File: src/rtl/lrwfp_pkg.sv
/*
  Shared constants for the low-rate wireless frame path: frame layout,
  timing counts, buffer sizes and the state encoding.
  Assumes nothing beyond a SystemVerilog compiler.
*/
package lrwfp_pkg;
  // Frame layout
  localparam int          PREAMBLE_BYTES   = 4;
  localparam logic [7:0]  PREAMBLE_BYTE    = 8'h00;
  localparam logic [7:0]  SFD_BYTE         = 8'hA7;
  localparam logic [6:0]  MAX_PAYLOAD      = 7'h7D;
  localparam logic [15:0] CRC_POLY_REFL    = 16'h8408;
  localparam logic [15:0] CRC_INIT         = 16'h0000;
  localparam logic [6:0]  RESET_LENGTH     = 7'h00;
  localparam logic [7:0]  RESET_LQI        = 8'h00;
  // Timing
  localparam int          CLK_MHZ          = 125;
  localparam int          LQI_WINDOW_US    = 64;
  localparam int          LQI_CYCLES       = LQI_WINDOW_US * CLK_MHZ;
  localparam int          CCA_WINDOW_US    = 128;
  localparam int          CCA_CYCLES       = CCA_WINDOW_US * CLK_MHZ;
  // Buffer
  localparam int          BUF_DEPTH        = 128;
  // Main sequencer states
  typedef enum logic [3:0] {
    ST_IDLE    = 4'b0000,
    ST_TX_PRE  = 4'b0001,
    ST_TX_SFD  = 4'b0010,
    ST_TX_LEN  = 4'b0011,
    ST_TX_PAY  = 4'b0100,
    ST_TX_FCS  = 4'b0101,
    ST_RX_HUNT = 4'b0110,
    ST_RX_LEN  = 4'b0111,
    ST_RX_PAY  = 4'b1000,
    ST_RX_FCS  = 4'b1001,
    ST_CCA     = 4'b1010
  } lrwfp_state_type;
endpackage

File: src/rtl/lrwfp_frame_path.sv
/*
  Frame path of a low-rate 2.4 GHz modem: builds transmit frames
  (preamble, delimiter, length, payload, check sequence), parses received
  frames, checks the sequence, measures link quality, runs channel checks.
  Assumes the byte link clock (link_clk_i) and link data come from outside
  and are synchronised here; host side signals are on clk_i.
*/
// Overview of operation
// - Buffered mode keeps whole packet in RAM
// - Streaming mode passes words one at a time
// - Payload up to 125 bytes accepted
// - Prepend four preamble, delimiter, length bytes
// - Append check sequence after payload
// - Hunt for delimiter, parse length on receive; preamble not checked
// - Buffered receive stores payload and sequence
// - Compare computed sequence, report pass/fail
// - Link quality over 64 us after delimiter
// - Buffered receive: one interrupt per packet
// - Streaming receive: interrupt per word
// - Channel check integrates energy over window
// - Buffered transmit: load, start, done interrupt
// - Streaming transmit: interrupt per accepted word
`timescale 1ns/10ps
module lrwfp_frame_path import lrwfp_pkg::*; #(
  parameter int          LQI_CYC    = LQI_CYCLES,
  parameter int          CCA_CYC    = CCA_CYCLES,
  parameter logic [7:0]  CCA_THRESH = 8'h40
) (
  input  wire logic       clk_i,          // Core clock
  input  wire logic       rst_n_i,        // Async reset, active low
  input  wire logic       buffered_i,     // 1 buffered, 0 streaming
  input  wire logic       tx_start_i,     // Start transmit pulse
  input  wire logic [6:0] tx_length_i,    // Payload length
  input  wire logic       host_wr_i,      // Host writes a byte
  input  wire logic [6:0] host_addr_i,    // Buffer address
  input  wire logic [7:0] host_wdata_i,   // Host write data
  input  wire logic       rx_enable_i,    // Receive enable level
  input  wire logic       cca_start_i,    // Channel check request
  input  wire logic [7:0] energy_i,       // Baseband energy sample
  input  wire logic       link_clk_i,     // Link byte clock, async
  input  wire logic [7:0] link_rx_i,      // Received link byte
  output logic [7:0]      host_rdata_o,   // Buffer read data
  output logic [7:0]      rx_word_o,      // Streamed received byte
  output logic [6:0]      rx_length_o,    // Received payload length
  output logic            crc_ok_o,       // Check result
  output logic [7:0]      lqi_o,          // Link quality
  output logic            cca_busy_o,     // Channel found busy
  output logic            cca_done_o,     // Channel check done pulse
  output logic            irq_o,          // Host interrupt pulse
  output logic [7:0]      link_tx_o,      // Transmitted byte
  output logic            link_tx_valid_o // Transmit byte valid
);
  // Window counters are 16 bits wide
  if (LQI_CYC < 1 || CCA_CYC < 1 || LQI_CYC > 65536 || CCA_CYC > 65536)
    $error("Window counts must lie between 1 and 65536 cycles");

  // Whole state of the block
  typedef struct packed {
    lrwfp_state_type st;
    logic [2:0]  lk_sync;   // Link clock synchroniser and edge history
    logic [7:0]  rx_s1;     // Link data first stage
    logic [7:0]  rx_s2;     // Link data second stage
    logic [6:0]  count;     // Byte counter
    logic [6:0]  length;    // Payload length
    logic [15:0] crc;       // Running check value
    logic [15:0] fcs_rx;    // Received check sequence
    logic [7:0]  host_rd;   // Host read data
    logic [7:0]  rx_word;   // Streamed byte
    logic [6:0]  rx_len;    // Reported length
    logic        crc_ok;    // Latched result
    logic [7:0]  lqi;       // Link quality result
    logic [15:0] win;       // Window counter
    logic [23:0] acc;       // Energy accumulator
    logic        cca_busy;  // Channel result
    logic        cca_done;  // Channel done pulse
    logic        irq;       // Interrupt pulse
    logic        lqi_run;   // Quality window active
    logic [7:0]  tx_byte;   // Outgoing byte
    logic        tx_valid;  // Outgoing byte valid
    logic [7:0]  s_word;    // Streamed transmit word
  } lrwfp_regs_type;

  lrwfp_regs_type r;       // Registered state
  lrwfp_regs_type next_r;  // Next state

  logic [7:0] buf_mem [BUF_DEPTH];
  logic       mem_we;       // Receive-side write strobe
  logic [6:0] mem_waddr;    // Receive-side write address
  logic [7:0] mem_wdata;    // Receive-side write data
  logic       lk_edge;      // Rising link clock edge
  logic [7:0] rx_byte;      // Synchronised received byte

  // CRC16 byte update, reflected ITU-T form
  function automatic logic [15:0] crc_step(input logic [15:0] c,
                                           input logic [7:0]  d);
    logic [15:0] v;
    v = c ^ {8'h00, d};
    for (int i = 0; i < 8; i++)
      v = v[0] ? ((v >> 1) ^ CRC_POLY_REFL) : (v >> 1);
    return v;
  endfunction

  assign lk_edge = r.lk_sync[1] & ~r.lk_sync[2];
  assign rx_byte = r.rx_s2;

  // Buffer write: host writes unless receive writes, receive writes win on collision
  always_ff @(posedge clk_i) begin
    if (mem_we)
      buf_mem[mem_waddr] <= mem_wdata;
    else if (host_wr_i)
      buf_mem[host_addr_i] <= host_wdata_i;
  end

  // Next-state logic
  always_comb begin
    next_r           = r;
    mem_we           = 1'b0;
    mem_waddr        = r.count;
    mem_wdata        = rx_byte;
    next_r.lk_sync   = {r.lk_sync[1:0], link_clk_i};
    next_r.rx_s1     = link_rx_i;
    next_r.rx_s2     = r.rx_s1;
    next_r.irq       = 1'b0;
    next_r.cca_done  = 1'b0;
    next_r.host_rd   = buf_mem[host_addr_i];
    if (!buffered_i && host_wr_i)
      next_r.s_word = host_wdata_i;
    if (r.lqi_run) begin
      next_r.win = r.win + 16'h0001;
      next_r.acc = r.acc + {16'h0000, energy_i};
      if (r.win == 16'(LQI_CYC - 1)) begin
        next_r.lqi_run = 1'b0;
        next_r.lqi     = 8'((r.acc + {16'h0000, energy_i}) / LQI_CYC);
      end
    end
    case (r.st)
      ST_IDLE: begin
        next_r.tx_valid = 1'b0;
        if (tx_start_i && tx_length_i <= MAX_PAYLOAD) begin
          next_r.st     = ST_TX_PRE;
          next_r.count  = 7'h00;
          next_r.length = tx_length_i;
          next_r.crc    = CRC_INIT;
        // Window counter is shared, so no check while quality runs
        end else if (cca_start_i && !r.lqi_run) begin
          next_r.st  = ST_CCA;
          next_r.win = 16'h0000;
          next_r.acc = 24'h000000;
        end else if (rx_enable_i) begin
          next_r.st = ST_RX_HUNT;
        end
      end
      ST_TX_PRE: if (lk_edge) begin
        next_r.tx_byte  = PREAMBLE_BYTE;
        next_r.tx_valid = 1'b1;
        next_r.count    = r.count + 7'h01;
        if (r.count == 7'(PREAMBLE_BYTES - 1))
          next_r.st = ST_TX_SFD;
      end
      ST_TX_SFD: if (lk_edge) begin
        next_r.tx_byte = SFD_BYTE;
        next_r.st      = ST_TX_LEN;
      end
      // length field includes two check bytes
      ST_TX_LEN: if (lk_edge) begin
        next_r.tx_byte = {1'b0, r.length + 7'h02};
        next_r.count   = 7'h00;
        next_r.st      = (r.length == 7'h00) ? ST_TX_FCS : ST_TX_PAY;
        if (!buffered_i && r.length != 7'h00)
          next_r.irq = 1'b1;
      end
      ST_TX_PAY: if (lk_edge) begin
        // source from buffer or streamed word
        next_r.tx_byte = buffered_i ? buf_mem[r.count] : r.s_word;
        next_r.crc     = crc_step(r.crc,
                           buffered_i ? buf_mem[r.count] : r.s_word);
        next_r.count   = r.count + 7'h01;
        if (r.count + 7'h01 == r.length) begin
          next_r.st    = ST_TX_FCS;
          next_r.count = 7'h00;
        end else if (!buffered_i) begin
          next_r.irq = 1'b1;
        end
      end
      // append check sequence, low byte first
      ST_TX_FCS: if (lk_edge) begin
        next_r.tx_byte = (r.count == 7'h00) ? r.crc[7:0] : r.crc[15:8];
        next_r.count   = r.count + 7'h01;
        if (r.count == 7'h01) begin
          next_r.st  = ST_IDLE;
          next_r.irq = 1'b1;
        end
      end
      ST_RX_HUNT: begin
        if (!rx_enable_i)
          next_r.st = ST_IDLE;
        else if (lk_edge && rx_byte == SFD_BYTE) begin
          next_r.st      = ST_RX_LEN;
          next_r.lqi_run = 1'b1;
          next_r.win     = 16'h0000;
          next_r.acc     = 24'h000000;
          next_r.crc_ok  = 1'b0;
        end
      end
      ST_RX_LEN: if (lk_edge) begin
        if (rx_byte < 8'h02 || rx_byte > {1'b0, MAX_PAYLOAD} + 8'h02)
          next_r.st = ST_RX_HUNT;
        else begin
          next_r.length = 7'(rx_byte - 8'h02);
          next_r.rx_len = 7'(rx_byte - 8'h02);
          next_r.count  = 7'h00;
          next_r.crc    = CRC_INIT;
          next_r.st     = (rx_byte == 8'h02) ? ST_RX_FCS : ST_RX_PAY;
        end
      end
      ST_RX_PAY: if (lk_edge) begin
        mem_we         = buffered_i;
        next_r.crc     = crc_step(r.crc, rx_byte);
        next_r.rx_word = rx_byte;
        next_r.irq     = !buffered_i;
        next_r.count   = r.count + 7'h01;
        if (r.count + 7'h01 == r.length)
          next_r.st = ST_RX_FCS;
      end
      ST_RX_FCS: if (lk_edge) begin
        mem_we       = buffered_i;
        next_r.count = r.count + 7'h01;
        if (r.count == r.length)
          next_r.fcs_rx[7:0] = rx_byte;
        else begin
          next_r.fcs_rx[15:8] = rx_byte;
          next_r.crc_ok = (r.crc == {rx_byte, r.fcs_rx[7:0]});
          next_r.st     = ST_IDLE;
          if (buffered_i)
            next_r.irq = 1'b1;
        end
      end
      ST_CCA: begin
        next_r.win = r.win + 16'h0001;
        next_r.acc = r.acc + {16'h0000, energy_i};
        if (r.win == 16'(CCA_CYC - 1)) begin
          next_r.cca_busy = 8'((r.acc + {16'h0000, energy_i}) / CCA_CYC)
                            >= CCA_THRESH;
          next_r.cca_done = 1'b1;
          next_r.st       = ST_IDLE;
        end
      end
      default: next_r.st = ST_IDLE;
    endcase
  end

  // State register
  always_ff @(posedge clk_i or negedge rst_n_i) begin
    if (!rst_n_i) begin
      r        <= '0;
      r.st     <= ST_IDLE;
      r.length <= RESET_LENGTH;
      r.rx_len <= RESET_LENGTH;
      r.lqi    <= RESET_LQI;
      r.crc    <= CRC_INIT;
    end else begin
      r <= next_r;
    end
  end

  assign host_rdata_o    = r.host_rd;
  assign rx_word_o       = r.rx_word;
  assign rx_length_o     = r.rx_len;
  assign crc_ok_o        = r.crc_ok;
  assign lqi_o           = r.lqi;
  assign cca_busy_o      = r.cca_busy;
  assign cca_done_o      = r.cca_done;
  assign irq_o           = r.irq;
  assign link_tx_o       = r.tx_byte;
  assign link_tx_valid_o = r.tx_valid;
endmodule // lrwfp_frame_path

File: config.mk
export PLATFORM = sky130hd
export DESIGN_NAME = lrwfp_frame_path
export DESIGN_NICKNAME = d
export VERILOG_FILES = /design/src/rtl/lrwfp_pkg.sv /design/src/rtl/lrwfp_frame_path.sv
export SDC_FILE = /design/constraint.sdc
export NUM_CORES = 2
export LEC_CHECK = 0
export ABC_AREA = 0
export ABC_CLOCK_PERIOD_IN_PS = 29900
export BUFFER_PORTS_ARGS = -buffer_cell sky130_fd_sc_hd__buf_2
export CAP_MARGIN = 20
export CORE_MARGIN = 3
export CORE_UTILIZATION = 60
export CTS_BUF_LIST = sky130_fd_sc_hd__clkbuf_4
export DETAILED_ROUTE_END_ITERATION = 7
export GPL_TIMING_DRIVEN = 1
export PLACE_DENSITY = 0.87
export RECOVER_POWER = 25
export SETUP_SLACK_MARGIN = 0.3
export SLEW_MARGIN = 10
export SYNTH_ARGS = -nofsm -noshare
export SYNTH_HDL_FRONTEND = slang
export SYNTH_SLANG_ARGS = --single-unit
File: constraint.sdc
create_clock -name clk_i -period 29.9 [get_ports clk_i]
set_clock_uncertainty 0.2 [all_clocks]
set_input_delay 5.98 -clock clk_i [delete_from_list [all_inputs] [get_ports clk_i]]
set_output_delay 5.98 -clock clk_i [all_outputs]
set_load 0.05 [all_outputs]
Yosys cells after proc, flatten, opt, wreduce, memory -nomap -nowiden
Memories as Yosys holds them, arrays and structs flattened. A register that Yosys moved wholly into a read port is not among the register bits.
Index checks and enable logic that the tools add are counted.

word-level totals
  register bits after elaboration = 146
  bits in latches = 0
  RAM bits = 1,024
  memory bits (read-only) = 0
  input bits = 46
  memories kept = 1

cells by class
  add/sub/neg operators = 6
  multiply operators = 0
  divide/modulo/power cells = 2
  $lt $le $gt $ge = 4
  eq/ne operators = 40
  shift-type cells = 0
  multiplexer cells = 100
  bitwise gates (word level) = 21
  reductions and logical operators = 34

memory list
  memory   words  bits a word  read ports  clocked after memory_dff  write ports  line                    RTL
  buf_mem  128    8            2           1                         1            lrwfp_frame_path.sv:86  logic [7:0] buf_mem [BUF_DEPTH];

operators with widths
  kind                                               count
  two-way mux 16 bit                                 18
  two-way mux 40 bit                                 5
  one-hot mux 40 bit (3 select lines)                1
  two-way mux 30 bit                                 3
  two-way mux 4 bit                                  20
  one-hot mux 16 bit (4 select lines)                1
  two-way mux 8 bit                                  7
  inverter 2 -> 3 bit                                16
  one-hot mux 4 bit (11 select lines)                1
  one-hot mux 8 bit (5 select lines)                 1
  inequality test 2 bit (second input constant)      18
  two-way mux 7 bit                                  5
  one-hot mux 7 bit (5 select lines)                 1
  divider 32 x 13 -> 32 bit (second input constant)  1
  divider 32 x 14 -> 32 bit (second input constant)  1
  two-way mux 1 bit                                  32
  bitwise XOR 16 x 8 -> 16 bit                       2
  adder 24 x 8 -> 25 bit                             1
  adder 24 x 8 -> 24 bit                             1
  adder 16 x 1 -> 16 bit (second input constant)     1
  == test 16 x 13 -> 1 bit (second input constant)   1
  == test 16 x 14 -> 1 bit (second input constant)   1
  == test 16 bit                                     1
  == test 4 x 3 -> 1 bit (second input constant)     4
  43 further kinds                                   64

Longest topological paths before layout
An unclocked memory read counts as a cell.

  depth in word-level cells = 21
  depth in mapped cells = 40

Least setup slack after synthesis
Ideal clock, no wire load.

  path kind = in2reg
  start = in energy_i[0]
  end = reg r (netlist bit lqi_o[0])
  library setup time = 120 ps
  arrival time = 14,714 ps
  setup slack = 14,866 ps
  stages on the path = 37
  path through = ha_1 > inv_1 > fa_1 > nand2b_1 > a21oi_1 > o21ai_1 > or3_1 > and4b_1 > buf_6 > a41o_4 > a32o_1 > o32a_4 > a31oi_4 > mux2_4 > and2_1 > a31o_1 > nor2b_1 > buf_2 > a2111o_1 > and3_1 > nor4_4 > nor2_1 > buf_2 > nand3b_1 > a2111oi_1 > or3_1 > mux2i_1 > xnor2_1 > a311o_1 > and2_1 > o311ai_2 > o21bai_1 > o31ai_2 > o31ai_1 > o211ai_1 > a2111o_1 > a31o_1

on the way
  longest elaborated chain between the ends = 2

ends and longest elaborated chain
  what                       line                     RTL
  start: declaration         lrwfp_frame_path.sv:39   input wire logic [7:0] energy_i,
  adder 24 x 8 -> 25 bit     lrwfp_frame_path.sv:133  next_r.lqi = 8'((r.acc + {16'h0000, energy_i}) / LQI_CYC);
  divider 32 x 13 -> 32 bit  lrwfp_frame_path.sv:133
  end signal: assignment     lrwfp_frame_path.sv:262  r <= next_r;
  end: declaration           lrwfp_frame_path.sv:83   lrwfp_regs_type r;

Every way passes these cells.
A chain may end at the register's enable or synchronous reset.

Worst setup path in the final report
  start = in energy_i[4]
  end = reg r (netlist bit lqi_o[0])

Same word-level chain as after synthesis.

==> impl_results.md <==
* Relative slew slack at -2.98
* Number of buffers created by CTS at 313
* Final Util at 0.658
* Layout area overhead at 8.29%
* Die Ht at 322 um
* Min Tclk post-route at 15990 ps
* First-pass GRT wire length at 254000 um
* Required time worst endpoint at 30660 ps
* EDFF count, synth at 1024
* Hold Path Class: reg2reg
* Critical path's top delay family: compound AO/OA/AOI/OAI gates
* Core area at 98700 um^2
* DRT antenna net count at 0
* Setup CP Type: in2reg
* Period utilisation layout at 0.535
* Worst vdd ir at 0.0597 mV
* PwrDens at 73.9 nW/um^2
* Max Cap Violations at 14
* Worst Hold Path Cells at 0
* # nets final at 3786
* Leak pwr at 21.2 nW
* Fin. max-slew vios at 829
* Gr ovfl total at 0
* PortBufs at 89
* Worst setup EP type: flop
* Endpoints failing hold at 0
* Share of cells above drive strength 1 at 0.349
* Most used cell, CP: o211ai_1
* Antenna violations before repair at 14
* R2R Setup Slk at 15510 ps
* FF+latch area at 34600 um^2
* Area of the multi-input gates at 24000 um^2
* CTS tree: yes
* Clock sink count at 1178
* First-iteration detailed-routing DRC count at 6364
* Commonest non-fill, non-tap cell in the layout: edfxtp_1
* Pin count of the biggest net entering global routing at 129
* Top_reg_cell synth: edfxtp_1
* Seq/Total Area, Yosys at 0.577
* Register bit count reported by yosys at 1178
* CTS Root Cell: clkbuf_4
* CTS Hold Bufs at 0
* DR vias/cell at 7.52
* Failing checks: design-rule violations, max-capacitance violations, max-slew violations
* Most frequent cells in the layout: edfxtp_1, mux4_2, clkbuf_4
* Gate Count Post-Synth at 3567
* Post-Syn Area per Cell at 16.8 um^2
* Hold Crit Endpoint: mem_wdata[6]$_DFF_PN0_
* Register-to-Register Path Depth at 16
* Setup TNS at 0 ps
* Wire per inst at 33.4 um
* Total GRT Usage at 0.333
* Hold path startpoint: next_r[145]$_DFF_PN0_
* Synth Cell Area at 60000 um^2
* Placed inst area at 61200 um^2
* CP max stage delay at 760 ps
* Peak Freq at 0.0626 GHz
* Initial Util at 0.608
* Clk slew on worst S/H paths at 60 ps
* Clock latency on the worst-skew pair at 1230 ps
* Status: finished with violations
* I/O pins at 90
* CTS H-tree depth at 5
* Clock Path Buffers at 4
* Yosys warns at 0
* Buffers & Inverters on Critical Path at 1
* Post_cts resized at 0
* Asr flop ratio synth at 0.131
* Vias in the first global route at 39.1k
* RSZ-0062 raised after global routing: false
* Critical Path Slowest Stage Cell: o21ai_0
* Postcts setup bufs at 0
* Wirelength, routed at 175000 um
* Worst slew pin tran at 5970 ps
* Synth cell types at 114
* Die Width at 322 um
* Worst-path fanout max at 11
* Initial DRT Pass Iterations at 8
* Fillers at 6236
* HPWL Detailed at 110000 um
* Row cnt at 115
* Critical R2R Launch: mem_waddr[1]$_DFFE_PN0P_
* RR Endpoint: r[110]$_DFFE_PN0P_
* Cell area after layout at 64900 um^2
* Worst EP arrival at 16750 ps
* Routed via count at 39.3k
* Die area at 104000 um^2
* Drc violations at 1
* Routability congestion estimate at 0.928
* Startpoint types: input port
* Final-report setup violation count at 0
* Syn_nets at 3628
sequential cells by signal, summed over array words and instances (netlist names):
| name | flops |
|---|---|
| cca_done_o | 1 |
| link_tx_valid_o | 1 |
| lqi_o | 8 |
| r | 85 |
| next_r | 10 |
| rx_length_o | 7 |
| rx_word_o | 8 |
| host_rdata_o | 8 |
| crc_ok_o | 1 |
| irq_o | 1 |
| buf_mem | 1024 |
| mem_waddr | 7 |
| mem_wdata | 8 |
| cca_busy_o | 1 |
| link_tx_o | 8 |
layer usage:
layer | global-route usage | part of all wire | wire, um | vias up
li1 | - | - | - | 15300
met4 | 0.164 | 0.057 | 9960 | 16
met2 | 0.505 | 0.47 | 81700 | 3563
met1 | 0.437 | 0.33 | 57300 | 19600
met5 | 0 | 0.00066 | 116 | -
met3 | 0.115 | 0.15 | 25700 | 773
logic make-up after synthesis:
family          count (synthesis)  synth area share
flops                        1178             0.577
mux                           753             0.266
simple gates                  707            0.0558
compound gates                482            0.0579
buf+inv                       315            0.0226
xor+xnor                      115            0.0169
fa+ha+maj                      17           0.00361
per-stage QoR:
step	hold WS, ps	instances	power (mW)	worst slack, ps
finish	115	5226	4.80	13920
global route	148	5218	4.96	13190
CTS	128	5205	4.71	14710
detailed placement	137	4686	3.35	13540
global placement	134	4685	3.31	13800
floorplan	131	3567	2.95	14870
area by class of cell:
cell class                      count  share of cell area
Timing Repair Buffer              139              0.0138
Tap cell                         1287              0.0248
Sequential cell                  1178               0.533
Clock inverter                     73             0.00582
Clock buffer                      446              0.0516
Multi-Input combinational cell   2074               0.370
Inverter                           19             0.00110
Antenna cell                       10            0.000385
Yosys cell counts (all sizes together) (13+ instances only):
| master | instances | share of area |
|---|---|---|
| edfxtp | 1024 | 0.51 |
| mux4 | 667 | 0.25 |
| nor2 | 256 | 0.016 |
| clkbuf | 178 | 0.011 |
| nand2 | 173 | 0.011 |
| dfrtp | 154 | 0.064 |
| o21ai | 122 | 0.010 |
| buf | 118 | 0.010 |
| a21oi | 95 | 0.0083 |
| xnor2 | 80 | 0.012 |
| nand3 | 67 | 0.0056 |
| mux2 | 56 | 0.011 |
| nor3 | 39 | 0.0035 |
| xor2 | 35 | 0.0051 |
| mux2i | 30 | 0.0051 |
| nand2b | 29 | 0.0030 |
| nand4 | 24 | 0.0031 |
| o211ai | 24 | 0.0034 |
| o31ai | 22 | 0.0029 |
| nor4 | 21 | 0.0024 |
| o22ai | 21 | 0.0024 |
| and3 | 20 | 0.0022 |
| or3 | 20 | 0.0021 |
| a31oi | 19 | 0.0026 |
| inv | 19 | 0.0012 |
| a21o | 18 | 0.0023 |
| a211oi | 17 | 0.0022 |
| or2 | 15 | 0.0016 |
| ha | 14 | 0.0029 |
| nor2b | 13 | 0.0014 |
worst max path at each step:
stage | start | cells after the start | to
6_report | energy_i[4] | 33 | lqi_o[0]$_DFFE_PN0P_
5_1_grt | energy_i[4] | 33 | lqi_o[0]$_DFFE_PN0P_
4_1_cts | energy_i[0] | 35 | lqi_o[0]$_DFFE_PN0P_
3_5_place_dp | energy_i[0] | 35 | lqi_o[0]$_DFFE_PN0P_
3_3_place_gp | energy_i[0] | 35 | lqi_o[0]$_DFFE_PN0P_
2_1_floorplan | energy_i[0] | 37 | lqi_o[0]$_DFFE_PN0P_
power breakdown:
group	total, mW	switching (mW)	internal (mW)
clock	1.39	0.684	0.708
combinational	1.48	0.845	0.635
sequential	1.93	0.0839	1.84
Power figures use the tool's default switching activity.
